$ cat src/crpc_consts.svh
`ifndef CRPC_CONSTS_SVH
`define CRPC_CONSTS_SVH
// Register byte offsets
`define CRPC_OFF_CLKCFG    12'h000
`define CRPC_OFF_PWRCTL    12'h004
`define CRPC_OFF_AUX       12'h008
`define CRPC_OFF_T2CTL     12'h00c
`define CRPC_OFF_T2MODE    12'h010
`define CRPC_OFF_T2RELOAD  12'h014
`define CRPC_OFF_STATUS    12'h018
`define CRPC_OFF_WAKE      12'h01c
// Field positions
`define CRPC_BIT_DSEL      0
`define CRPC_BIT_IDLE      0
`define CRPC_BIT_PDOWN     1
`define CRPC_BIT_POF       4
`define CRPC_BIT_LOW_POWER_PROM_BIT      4
`define CRPC_BIT_T2CT      1
`define CRPC_BIT_T2RUN     2
`define CRPC_BIT_CLKOUT_OUTPUT_ENABLE      1
// Timing
`define CRPC_CYC_FAST      4'd6
`define CRPC_CYC_SLOW      4'd12
`define CRPC_RST_MCYC      2'd2
`define CRPC_STALL_MCYC    2'd2
`endif

$ cat src/crpc_pkg.sv
package crpc_pkg;
  typedef enum logic [2:0] {
    CRPC_RUN,
    CRPC_IDLE,
    CRPC_PDOWN,
    CRPC_WAKE,
    CRPC_STALL
  } crpc_state_t;
endpackage : crpc_pkg

$ cat src/crpc_top.sv
`timescale 1ns/100ps
`default_nettype none
`include "crpc_consts.svh"
module crpc_top #(
  parameter int RELOAD_W = 16
) (
  // Clock and reset
  input  wire logic                 pclk,
  input  wire logic                 presetn,
  input  wire logic                 por_n,
  // APB slave
  input  wire logic                 psel,
  input  wire logic                 penable,
  input  wire logic                 pwrite,
  input  wire logic [11:0]          paddr,
  input  wire logic [31:0]          pwdata,
  output logic      [31:0]          prdata,
  output logic                      pready,
  output logic                      pslverr,
  // Device pins
  input  wire logic                 reset_pin,
  input  wire logic                 double_speed_fuse,
  input  wire logic                 external_access_strap,
  input  wire logic                 ale_pin_in,
  input  wire logic                 program_store_strobe_in,
  input  wire logic                 ext_irq_pin_zero,
  input  wire logic                 ext_irq_pin_one,
  // Interrupt controller side
  input  wire logic [1:0]           ext_irq_enable,
  input  wire logic [1:0]           ext_irq_level_mode,
  input  wire logic                 irq_pending,
  // Core and peripheral controls
  output logic                      mcycle_en,
  output logic                      serial_fixed_en,
  output logic                      cpu_run,
  output logic                      ram_access_block,
  output logic                      osc_enable,
  output logic                      core_reset,
  output logic                      ports_reset_force,
  output logic                      ea_latched,
  output logic                      test_mode,
  output logic                      port0_float,
  output logic                      weak_pullup_en,
  output logic                      prom_analog_off,
  output logic                      t2_irq_suppress,
  // Clock-out pin, port 1 bit 0
  output logic                      clkout_o,
  output logic                      clkout_oe
);
  import crpc_pkg::*;

  // State and control registers
  crpc_state_t         st_q;
  logic                dsel_q;
  logic                pof_q;
  logic                low_power_prom_bit_q;
  logic                t2ct_q;
  logic                t2run_q;
  logic                clkout_output_enable_q;
  logic [RELOAD_W-1:0] reload_q;
  logic [RELOAD_W-1:0] t2cnt_q;
  logic [3:0]          div_q;
  logic                half_q;
  logic [1:0]          rcnt_q;
  logic                rst_int_q;
  logic                rst_prev_q;
  logic                test_q;
  logic                ea_q;
  logic                clk_q;
  logic [1:0]          stall_q;
  // Combinational helpers
  logic                fast;
  logic [3:0]          div_lim;
  logic                wr;
  logic                rd;
  logic                mc;
  logic                wake_low;
  logic                wake_high;
  logic                clkout_mode;
  logic [1:0]          irq_pin_lvl;
  logic [1:0]          pin_low;
  logic [1:0]          pin_clear;

  // Resolved clock mode
  assign fast    = double_speed_fuse | dsel_q;
  assign div_lim = fast ? `CRPC_CYC_FAST : `CRPC_CYC_SLOW;
  assign wr      = psel & penable & pwrite;
  assign rd      = psel & ~pwrite;
  assign mc      = (div_q == div_lim - 4'd1) & osc_enable;

  // Machine-cycle divider, halted while oscillator is off
  // Freezing the count keeps the cycle phase across power-down
  always_ff @(posedge pclk or negedge presetn) begin
    if (!presetn) begin
      div_q <= 4'd0;
    end else if (!osc_enable) begin
      div_q <= div_q;
    end else if (div_q >= div_lim - 4'd1) begin
      div_q <= 4'd0;
    end else begin
      div_q <= div_q + 4'd1;
    end
  end

  // Cycle strobe shared by the core and the serial fixed-rate modes
  assign mcycle_en       = mc;
  assign serial_fixed_en = mc;

  // Reset pin qualification over two machine cycles
  // A short glitch on the pin clears the count and never resets the core
  always_ff @(posedge pclk or negedge presetn) begin
    if (!presetn) begin
      rcnt_q    <= 2'd0;
      rst_int_q <= 1'b1;
    end else if (!reset_pin) begin
      rcnt_q    <= 2'd0;
      rst_int_q <= 1'b0;
    end else if (mc && rcnt_q != `CRPC_RST_MCYC) begin
      rcnt_q    <= rcnt_q + 2'd1;
    end else if (rcnt_q == `CRPC_RST_MCYC) begin
      rst_int_q <= 1'b1;
    end
  end

  // Port force is combinational so ports react without a clock
  assign core_reset        = rst_int_q;
  assign ports_reset_force = reset_pin | ~presetn;

  // Strap and test mode capture at reset release
  // Sampled one clock after internal reset falls, so all three pins are settled
  always_ff @(posedge pclk or negedge presetn) begin
    if (!presetn) begin
      rst_prev_q <= 1'b1;
      ea_q       <= 1'b0;
      test_q     <= 1'b0;
    end else begin
      rst_prev_q <= rst_int_q;
      if (rst_prev_q && !rst_int_q) begin
        ea_q   <= external_access_strap;
        test_q <= ~ale_pin_in & program_store_strobe_in;
      end else if (rst_int_q) begin
        test_q <= 1'b0;
      end
    end
  end

  // Test mode releases port 0 and weakly lifts the other pins
  assign ea_latched     = ea_q;
  assign test_mode      = test_q;
  assign port0_float    = test_q;
  assign weak_pullup_en = test_q;

  // Per-pin wake terms; only enabled level-mode pins take part
  assign irq_pin_lvl = {ext_irq_pin_one, ext_irq_pin_zero};
  for (genvar g = 0; g < 2; g++) begin : g_wake
    // Armed pin held low asks for an oscillator restart
    assign pin_low[g]   = ext_irq_enable[g] & ext_irq_level_mode[g] & ~irq_pin_lvl[g];
    // Unarmed pins never hold back the exit
    assign pin_clear[g] = ~ext_irq_enable[g] | ~ext_irq_level_mode[g] | irq_pin_lvl[g];
  end

  // Any armed pin low restarts; all back high completes the exit
  assign wake_low  = |pin_low;
  assign wake_high = &pin_clear;

  // Power-mode sequencer
  // Power-down beats idle when software sets both request bits
  always_ff @(posedge pclk or negedge presetn) begin
    if (!presetn) begin
      st_q    <= CRPC_RUN;
      stall_q <= 2'd0;
    end else begin
      case (st_q)
        // Normal execution; software requests a low-power mode
        CRPC_RUN: begin
          if (wr && paddr == `CRPC_OFF_PWRCTL && pwdata[`CRPC_BIT_PDOWN]) begin
            st_q <= CRPC_PDOWN;
          end else if (wr && paddr == `CRPC_OFF_PWRCTL && pwdata[`CRPC_BIT_IDLE]) begin
            st_q <= CRPC_IDLE;
          end
        end
        // Core asleep, peripherals and oscillator running
        CRPC_IDLE: begin
          if (reset_pin) begin
            st_q    <= CRPC_STALL;
            stall_q <= 2'd0;
          end else if (irq_pending) begin
            st_q <= CRPC_RUN;
          end
        end
        // Run on briefly until the qualified reset takes over
        CRPC_STALL: begin
          if (rst_int_q) begin
            st_q <= CRPC_RUN;
          end else if (!reset_pin) begin
            st_q <= CRPC_IDLE;                   // pulse too short to reset
          end else if (mc && stall_q != `CRPC_STALL_MCYC) begin
            stall_q <= stall_q + 2'd1;
          end
        end
        // Oscillator stopped; reset or an armed pin restarts it
        CRPC_PDOWN: begin
          if (reset_pin) begin
            st_q <= CRPC_RUN;
          end else if (wake_low) begin
            st_q <= CRPC_WAKE;
          end
        end
        // Oscillator back; wait for every armed pin to return high
        CRPC_WAKE: begin
          if (reset_pin || wake_high) begin
            st_q <= CRPC_RUN;
          end
        end
        default: st_q <= CRPC_RUN;
      endcase
    end
  end

  // Core keeps running through the stall window after a reset in idle
  assign cpu_run          = (st_q == CRPC_RUN) | (st_q == CRPC_STALL && stall_q != `CRPC_STALL_MCYC);
  assign ram_access_block = (st_q == CRPC_STALL);
  assign osc_enable       = (st_q != CRPC_PDOWN) | test_q;

  // Software control bits; most reset on the internal reset
  // The power-off flag lives apart so warm resets leave it alone
  always_ff @(posedge pclk or negedge presetn) begin
    if (!presetn) begin
      dsel_q   <= 1'b0;
      low_power_prom_bit_q   <= 1'b0;
      t2ct_q   <= 1'b0;
      t2run_q  <= 1'b0;
      clkout_output_enable_q   <= 1'b0;
      reload_q <= '0;
    end else if (rst_int_q) begin
      dsel_q   <= 1'b0;
      low_power_prom_bit_q   <= 1'b0;
      t2ct_q   <= 1'b0;
      t2run_q  <= 1'b0;
      clkout_output_enable_q   <= 1'b0;
      reload_q <= '0;
    end else if (wr) begin
      case (paddr)
        // Clock mode select
        `CRPC_OFF_CLKCFG: begin
          dsel_q <= pwdata[`CRPC_BIT_DSEL];
        end
        // Program-memory analog power
        `CRPC_OFF_AUX: begin
          low_power_prom_bit_q <= pwdata[`CRPC_BIT_LOW_POWER_PROM_BIT];
        end
        // Timer source and run
        `CRPC_OFF_T2CTL: begin
          t2ct_q  <= pwdata[`CRPC_BIT_T2CT];
          t2run_q <= pwdata[`CRPC_BIT_T2RUN];
        end
        // Clock-out pin enable
        `CRPC_OFF_T2MODE: begin
          clkout_output_enable_q <= pwdata[`CRPC_BIT_CLKOUT_OUTPUT_ENABLE];
        end
        // Reload value for the clock-out period
        `CRPC_OFF_T2RELOAD: begin
          reload_q <= pwdata[RELOAD_W-1:0];
        end
        default: ;
      endcase
    end
  end

  // Power-off flag: set by power-up, kept across warm resets
  // Software may write either level to tell cold from warm starts
  always_ff @(posedge pclk or negedge por_n) begin
    if (!por_n) begin
      pof_q <= 1'b1;
    end else if (wr && paddr == `CRPC_OFF_PWRCTL) begin
      pof_q <= pwdata[`CRPC_BIT_POF];
    end
  end

  assign prom_analog_off = low_power_prom_bit_q;

  // Clock-out generator: toggles per reload overflow
  // Counter is preloaded while stopped so the first half period is full
  assign clkout_mode = ~t2ct_q & clkout_output_enable_q & t2run_q;
  always_ff @(posedge pclk or negedge presetn) begin
    if (!presetn) begin
      t2cnt_q <= '0;
      half_q  <= 1'b0;
      clk_q   <= 1'b0;
    end else if (!clkout_mode || !osc_enable) begin
      t2cnt_q <= reload_q;
      half_q  <= 1'b0;
      clk_q   <= 1'b0;
    end else begin
      half_q <= ~half_q;
      // 6-clock mode counts every clock, 12-clock mode every other clock
      if (half_q || fast) begin
        if (t2cnt_q == {RELOAD_W{1'b1}}) begin
          t2cnt_q <= reload_q;
          clk_q   <= ~clk_q;
        end else begin
          t2cnt_q <= t2cnt_q + 1'b1;
        end
      end
    end
  end

  // Pin driven only in clock-out mode and never in test mode
  assign clkout_o        = clk_q;
  assign clkout_oe       = clkout_mode & ~test_q;
  assign t2_irq_suppress = clkout_mode;

  // APB read data and response
  // Data is latched in the setup phase and stands through the access phase
  always_ff @(posedge pclk or negedge presetn) begin
    if (!presetn) begin
      prdata <= 32'h0;
    end else if (rd && !penable) begin
      case (paddr)
        // Clock mode select
        `CRPC_OFF_CLKCFG:   prdata <= {31'h0, dsel_q};
        // Power flag and current low-power mode
        `CRPC_OFF_PWRCTL:   prdata <= {27'h0, pof_q, 2'b00, st_q == CRPC_PDOWN, st_q == CRPC_IDLE};
        // Program-memory analog power
        `CRPC_OFF_AUX:      prdata <= {27'h0, low_power_prom_bit_q, 4'h0};
        // Timer run and source
        `CRPC_OFF_T2CTL:    prdata <= {29'h0, t2run_q, t2ct_q, 1'b0};
        // Clock-out pin enable
        `CRPC_OFF_T2MODE:   prdata <= {30'h0, clkout_output_enable_q, 1'b0};
        // Reload value, zero-extended
        `CRPC_OFF_T2RELOAD: prdata <= {{(32-RELOAD_W){1'b0}}, reload_q};
        // Live status snapshot
        `CRPC_OFF_STATUS:   prdata <= {27'h0, test_q, ea_q, fast, osc_enable, cpu_run};
        // Anything else reads as zero
        default:            prdata <= 32'h0;
      endcase
    end
  end

  // Zero wait states; unmapped or misaligned accesses flag an error
  assign pready  = 1'b1;
  assign pslverr = psel & penable & (paddr > `CRPC_OFF_STATUS || paddr[1:0] != 2'b00);
endmodule : crpc_top
`default_nettype wire

$ cat config.mk
export PLATFORM = sky130hd
export DESIGN_NAME = crpc_top
export DESIGN_NICKNAME = d
export VERILOG_FILES = /design/src/crpc_pkg.sv /design/src/crpc_top.sv
export VERILOG_INCLUDE_DIRS = /design/src /design/src/src
export SDC_FILE = /design/constraint.sdc
export NUM_CORES = 1
export LEC_CHECK = 0
export BUFFER_PORTS_ARGS = -buffer_cell sky130_fd_sc_hd__buf_2
export CORE_MARGIN = 2
export CORE_UTILIZATION = 35
export DETAILED_ROUTE_END_ITERATION = 16
export PLACE_DENSITY = 0.63
export SLEW_MARGIN = 20
export SYNTH_ARGS = -nofsm -noshare
export SYNTH_HDL_FRONTEND = slang
export SYNTH_SLANG_ARGS = --single-unit
$ cat constraint.sdc
create_clock -name pclk -period 2.85 [get_ports pclk]
set_input_delay 0.285 -clock pclk [delete_from_list [all_inputs] [get_ports pclk]]
set_output_delay 0.285 -clock pclk [all_outputs]
set_load 0.03 [all_outputs]
==> metrics.md, run 1 <==
| Metric | Value |
|---|---|
| Initial antenna violation count | 0 |
| Post-DP HPWL | 7090 um |
| Clock insertion delay at the later pin of the skew report | 350 ps |
| I/O pins | 111 |
| GPL Wtd Cong | 0.879 |
| Share of post-route cells with drive strength above 1 | 25.4% |
| Avg WL per Cell | 14.9 um |
| Slew HR | 60.1% |
| Ys flop type | dfrtp_1 |
| Die footprint | 0.0120 mm^2 |
| Yosys warns | 0 |
| Htree depth | 3 |
| Leak pwr | 2.17 nW |
| Grt total ovfl | 0 |
| Final cycle utilization of the critical path | 83.0% |
| PwrDens | 578 mW/mm^2 |
| N_diodes | 0 |
| Drt pass-1 iters | 4 |
| Vias in the first global route | 3187 |
| Drt drc | 0 |
| Fin. max-slew vios | 0 |
| Final TNS setup | 0 ps |
| Post-Route WL | 9420 um |
| Critical Path End Type | register |
| Fmax | 0.423 GHz |
| Filler cells | 1096 |
| RSZ-0062 raised after global routing | no |
| Cts bufs inserted | 9 |
| First-pass GRT wire length | 15600 um |
| Status | complete, no violations |
| Via density | 5.18 |
| Total design power | 2.66 mW |
| Clk root buf | clkbuf_8 |
| Clock Tree Buf Depth | 2 |
| Number of DRC markers in iteration 0 | 220 |
| Final hold vios | 0 |
| PortBufs | 77 |
| Crit-path max FO | 5 |
| Post-Syn Instances | 415 |
| Nets | 557 |
| Synthesis-stage register bit count | 71 |
| Starting Density | 35.9% |
| CTS tree | built |
| Rows | 38 |
| Peak VDD IR | 0.299 mV |
| Worst-path clk slew | 90 ps |
| Non-Filler Instances | 633 |
| Syn avg cell area | 9.42 um^2 |
| P&R area growth vs syn | 17.8% |
| Yosys cell types | 61 |
| Sequential fraction of the synthesis area | 45.6% |
| Async set-reset flop share out of synthesis | 100% |
| Crit Path Category | register to register |
| Vias | 3277 |
| Largest net degree at the start of global routing | 37 |
| Dpl cells | 615 |
| Mapped Area | 0.00391 mm^2 |
| Horiz. Die Dim | 110 um |
| GR Util All Layers | 16.8% |
| Worst hold path class | primary input to register |
| Clock Skew | 12.2 ps |
| CP startpoint kind | register |
| Core area | 0.0109 mm^2 |
| Antenna Nets Post-Route | 0 |
| WP data arrival | 2610 ps |
| Max Cap Viol | 0 |
| Min Tclk post-route | 2370 ps |
| CTS Sinks | 71 |
| Final setup viols | 0 |
| EDFF count, synth | 0 |
| Required time at the worst-slack endpoint | 3090 ps |
| Worst-Margin Slew | 595 ps |
| Die Y | 110 um |
| Final core occ | 42.3% |
## critical path, cell delays in order (launching register included)
cell	delay, ps
dfrtp_1	430
or2_2	360
ha_1	300
nand4_1	180
or3_1	410
a21oi_2	210
mux2_2	350
## layout make-up
class / count / area, um^2 / area share [%]
Clock buffer: 10 / 138 / 2.99
Inverter: 13 / 48.8 / 1.06
Sequential cell: 71 / 1780 / 38.7
Tap cell: 140 / 175 / 3.80
Timing Repair Buffer: 85 / 450 / 9.78
Clock inverter: 6 / 115 / 2.50
Multi-Input combinational cell: 308 / 1900 / 41.2
## layout by cell type, fill, tap and decap left out, drive strengths merged, types with 7 or more instances in the layout
cell type	synthesis	routed
buf	27	83
dfrtp	68	68
nand2	61	61
nor2	32	32
a21oi	29	29
o21ai	18	18
conb	2	17
inv	13	15
mux2i	12	12
nand3	12	12
a22o	11	11
clkbuf	11	10
nor3	9	9
ha	7	7
## per-layer routing
metal / up-vias / global-route usage, % / wire length, um
li1: 1576 / - / -
met1: 1597 / 21.6 / 4230
met2: 90 / 28.4 / 4620
met3: 14 / 3.97 / 454
met4: 0 / 4.61 / 114
met5: - / 0 / 0
## what timing repair did
item	4_1_cts	5_1_grt
gates resized for setup	0	0
hold buffers	2	0
hold endpoints to repair	8	0
buffers inserted	0	0
## state kept, by name, summed over array words and instances (netlist names)
signal                  count
t2ct_q                      1
prdata                     16
stall_q                     2
half_q                      1
ea_latched                  1
t2run_q                     1
div_q                       4
dsel_q                      1
prom_analog_off             1
st_q                        3
rst_prev_q                  1
clkout_o                    1
pof_q                       1
port0_float                 1
rcnt_q                      2
core_reset                  1
reload_q                   16
clkout_output_enable_q      1
t2cnt_q                    16
## worst paths after layout
check	cells past startpoint	slack, ps	endpoint	start
max	6	480	stall_q[1]$_DFFE_PN0P_	dsel_q$_DFFE_PN0P_
min	3	160	reload_q[13]$_DFFE_PN0P_	pwdata[13]
max reg2reg	6	480	stall_q[1]$_DFFE_PN0P_	dsel_q$_DFFE_PN0P_
min reg2reg	1	470	half_q$_DFF_PN0_	half_q$_DFF_PN0_
max in group asynchronous	3	1770	prdata[2]$_DFFE_PN0P_	presetn
min in group asynchronous	2	340	t2cnt_q[5]$_DFFE_PN0P_	presetn
## synthesized netlist by cell type, types with 7 or more instances
cell	n	area share, %
dfrtp_1	68	44
nand2_1	61	5.9
buf_4	22	4.2
o21ai_0	13	1.7
nand3_1	10	1.3
clkbuf_1	11	1.1
inv_1	12	1.2
ha_1	7	2.2
mux2i_1	12	3.1
a22o_1	11	2.5
a21oi_1	28	3.6
nor2_1	30	2.9
## per-stage QoR
stage	hold slack (ps)	cell area (um^2)	setup slack, ps
after floorplan	-10.6	3960	685
after global placement	185	4330	535
after detailed placement	182	4330	468
after CTS	154	4600	443
after global routing	164	4600	372
final	165	4600	484
## kinds of logic after synthesis
group / after synthesis / synth area share (%)
AND/OR/NAND/NOR: 164 / 22.0
flip-flops: 71 / 45.6
multiplexers: 18 / 4.80
other: 2 / 0.192
XOR/XNOR: 12 / 2.69
adder cells (fa/ha/maj): 7 / 2.24
AO/OA/AOI/OAI: 90 / 15.2
buffers and inverters: 51 / 7.33
## power breakdown
part	internal (mW)	total [mW]	switching, mW	leakage, nW
Clock	0.612	1.02	0.407	0.124
Sequential	1.06	1.16	0.0967	0.972
Combinational	0.186	0.484	0.298	1.07
Total	1.86	2.66	0.802	2.17
(Power assumes the default switching activity.)
==> run 2: changes to the inputs <==
--- a/config.mk
+++ b/config.mk
@@ -6,6 +6,7 @@
 export SDC_FILE = /design/constraint.sdc
 export NUM_CORES = 1
 export LEC_CHECK = 0
+export ABC_AREA = 1
 export BUFFER_PORTS_ARGS = -buffer_cell sky130_fd_sc_hd__buf_2
 export CORE_MARGIN = 2
 export CORE_UTILIZATION = 35
==> constraint.sdc (replaced) <==
create_clock -name pclk -period 2.42 [get_ports pclk]
set_input_delay 0.242 -clock pclk [delete_from_list [all_inputs] [get_ports pclk]]
set_output_delay 0.242 -clock pclk [all_outputs]
set_load 0.03 [all_outputs]
==> run 2 against run 1 <==
Effect of this change: sequential power up 65%; critical path depth up 2; synthesized cell count up 33%; global-route usage up 0.12 points; utilization about the same; die area up 12%; cell area up 11%; hold slack worse by 140 ps; sequential share of layout area down 3.9 points; largest cell class unchanged; highest routed layer unchanged.
==> metrics.md, run 2 <==
| Metric | Value |
|---|---|
| CP startpoint kind | register |
| Top post-synthesis cells by area | dfrtp_1, nand2_1, nand3_1 |
| Regs by FF count | prdata x16, reload_q x16, t2cnt_q x16 |
| Rows | 40 (+5.3%) |
| Fmax | 0.451 GHz |
| Core area | 0.0121 mm^2 (+11%) |
| Die footprint | 0.0134 mm^2 (+12%) |
| Antenna Nets Post-Route | 0 (unchanged) |
| GPL Wtd Cong | 0.878 (-0.15%) |
| Min Tclk post-route | 2220 ps |
| Yosys top cell area share | 38.8% (-4.7 points) |
| Post-Route WL | 10700 um (+14%) |
| Worst-path clk slew | 60 ps (-30 ps) |
| Critical Path End Type | output pin |
| R2R depth | 12 (+6) |
| Post-synthesis simple-gate area fraction | 32.8% (+11 points) |
| Final setup viols | 0 (unchanged) |
| Post-Syn Instances | 550 (+33%) |
| Most frequent cells in the layout | nand2_1, nand3_1, buf_2 |
| Clock Skew | 4.82 ps (-7.39 ps) |
| Compound-Gate Fraction of Synth Area | 9.97% (-5.2 points) |
| Via density | 4.82 (-6.8%) |
| Post-CTS Setup Inserts | 0 (unchanged) |
| DP Worst Slack | 411 ps (-56.6 ps) |
| Xor and xnor area share after synthesis | 1.20% (-1.5 points) |
| Async set-reset flop share out of synthesis | 100% (unchanged) |
| Post-synthesis mux area share | 0.257% (-4.5 points) |
| Crit-path max FO | 4 (-1) |
| Largest net degree at the start of global routing | 71 (+92%) |
| Vias in the first global route | 3711 (+16%) |
| Share of post-route cells with drive strength above 1 | 23.7% (-1.7 points) |
| Fin. max-slew vios | 0 (unchanged) |
| Starting Density | 36.2% (+0.28 points) |
| Worst hold path class | primary input to async pin |
| Fin worst setup slack | 204 ps (-280 ps) |
| Synthesis-stage register bit count | 71 (unchanged) |
| Leak pwr | 2.70 nW (+24%) |
| Final cycle utilization of the critical path | 91.6% |
| EDFF count, synth | 0 (unchanged) |
| Post-DP HPWL | 8000 um (+13%) |
| Initial antenna violation count | 0 (unchanged) |
| First-pass GRT wire length | 17800 um (+14%) |
| GR Util All Layers | 16.9% (+0.12 points) |
| CTS Sinks | 71 (unchanged) |
| PwrDens | 936 mW/mm^2 (+62%) |
| CTS tree | built |
| Final TNS setup | 0 ps (unchanged) |
| Drt drc | 0 (unchanged) |
| Yosys cell types | 43 (-30%) |
| Total design power | 4.80 mW (+80%) |
| Grt total ovfl | 0 (unchanged) |
| Htree depth | 3 (unchanged) |
| PortBufs | 77 (unchanged) |
| Clock Tree Buf Depth | 2 (unchanged) |
| Yosys warns | 0 (unchanged) |
| Synth Area in Adders | 2.00% (-0.24 points) |
| Crit Path Category | register to output pin |
| Nets | 693 (+24%) |
| Dpl cells | 780 (+27%) |
| N_diodes | 0 (unchanged) |
| Final core occ | 42.3% (about the same) |
| Drt pass-1 iters | 4 (unchanged) |
| WP data arrival | 1970 ps (-640 ps) |
| Largest family of logic cells by synthesized area | simple AND/OR/NAND/NOR gates |
| Peak VDD IR | 0.562 mV (+88%) |
| Required time at the worst-slack endpoint | 2180 ps (-910 ps) |
| Horiz. Die Dim | 116 um (+5.7%) |
| Non-Filler Instances | 797 (+26%) |
| Status | complete, no violations |
| RSZ-0062 raised after global routing | no |
| Sequential fraction of the synthesis area | 40.6% (-4.9 points) |
| Number of DRC markers in iteration 0 | 204 (-7.3%) |
| I/O pins | 111 (unchanged) |
| Clock insertion delay at the later pin of the skew report | 330 ps (-20 ps) |
| Commonest non-fill, non-tap cell in the layout | nand2_1 |
| Cts bufs inserted | 9 (unchanged) |
| P&R area growth vs syn | 17.0% |
| Synth area leader | dfrtp_1 |
| Clk root buf | clkbuf_16 |
| Synth cell count leaders | nand2_1, nand3_1, dfrtp_1 |
| Vias | 3844 (+17%) |
| Syn avg cell area | 7.96 um^2 (-15%) |
| Avg WL per Cell | 13.5 um (-9.4%) |
| Max Cap Viol | 0 (unchanged) |
| Ys flop type | dfrtp_1 |
| Final hold vios | 0 (unchanged) |
| Count leader, synth | nand2_1 |
| Mapped Area | 0.00438 mm^2 (+12%) |
| Die Y | 116 um (+5.7%) |
## run 2: logic make-up after synthesis
kind of cell	Yosys count
AND/OR/NAND/NOR	286
buffers and inverters	110
flip-flops	71
AO/OA/AOI/OAI	67
adder cells (fa/ha/maj)	7
XOR/XNOR	6
other	2
multiplexers	1
## run 2: cell type report
class	count	area, um^2
Fill cell	1267	6990
Multi-Input combinational cell	384	2100
Sequential cell	71	1780
Timing Repair Buffer	83	445
Inverter	75	294
Clock buffer	10	239
Tap cell	168	210
Clock inverter	6	60.1
## run 2: critical path, cell delays in order (launching register included)
cell and delay [ps]:
dfrtp_1 390, nor2_1 140, inv_1 130, ha_1 320
nand2_1 50, inv_1 60, nand3_1 140, nor2_4 190
buf_2 220
## run 2: path summary, 6_finish.rpt
check	start	endpoint	slack, ps
setup / recovery	dsel_q$_DFFE_PN0P_	serial_fixed_en	200
hold / removal	presetn	t2cnt_q[12]$_DFFE_PN0P_	20
setup reg to reg	dsel_q$_DFFE_PN0P_	stall_q[0]$_DFFE_PN0P_	560
hold reg to reg	half_q$_DFF_PN0_	half_q$_DFF_PN0_	430
max in group asynchronous	por_n	pof_q$_DFFE_PN1N_	2030
min in group pclk	ale_pin_in	port0_float$_DFFE_PN0P_	110
## run 2: where the power goes
group / leakage (nW) / switching, mW / internal [mW] / total, mW
Clock: 0.144 / 0.503 / 0.820 / 1.32
Combinational: 1.62 / 1.01 / 0.552 / 1.57
Sequential: 0.938 / 0.344 / 1.57 / 1.91
Total: 2.70 / 1.86 / 2.94 / 4.80
## run 2: timing repair
item	in CTS	in global routing
hold buffers	1	0
hold endpoints to repair	1	0
gates resized for setup	0	2
endpoints found under the setup margin	0	2
## run 2: per-stage QoR
| step | hold slack [ps] | area (um^2) |
|---|---|---|
| detailed placement | 181 | 4810 |
| CTS | 50.2 | 5120 |
| finish | 20.5 | 5120 |
| global route | 65.6 | 5120 |
| global placement | 189 | 4810 |
| floorplan | -53.6 | 4440 |
## run 2: metal layers
layer,part of all wire [%],global-route usage [%],vias to the layer above,wire (um)
met5,0,0,-,0
met4,1.2,3.25,0,130
met3,5.3,4.76,12,574
met2,50,29.6,103,5360
met1,44,21.1,1819,4680
li1,-,-,1910,-
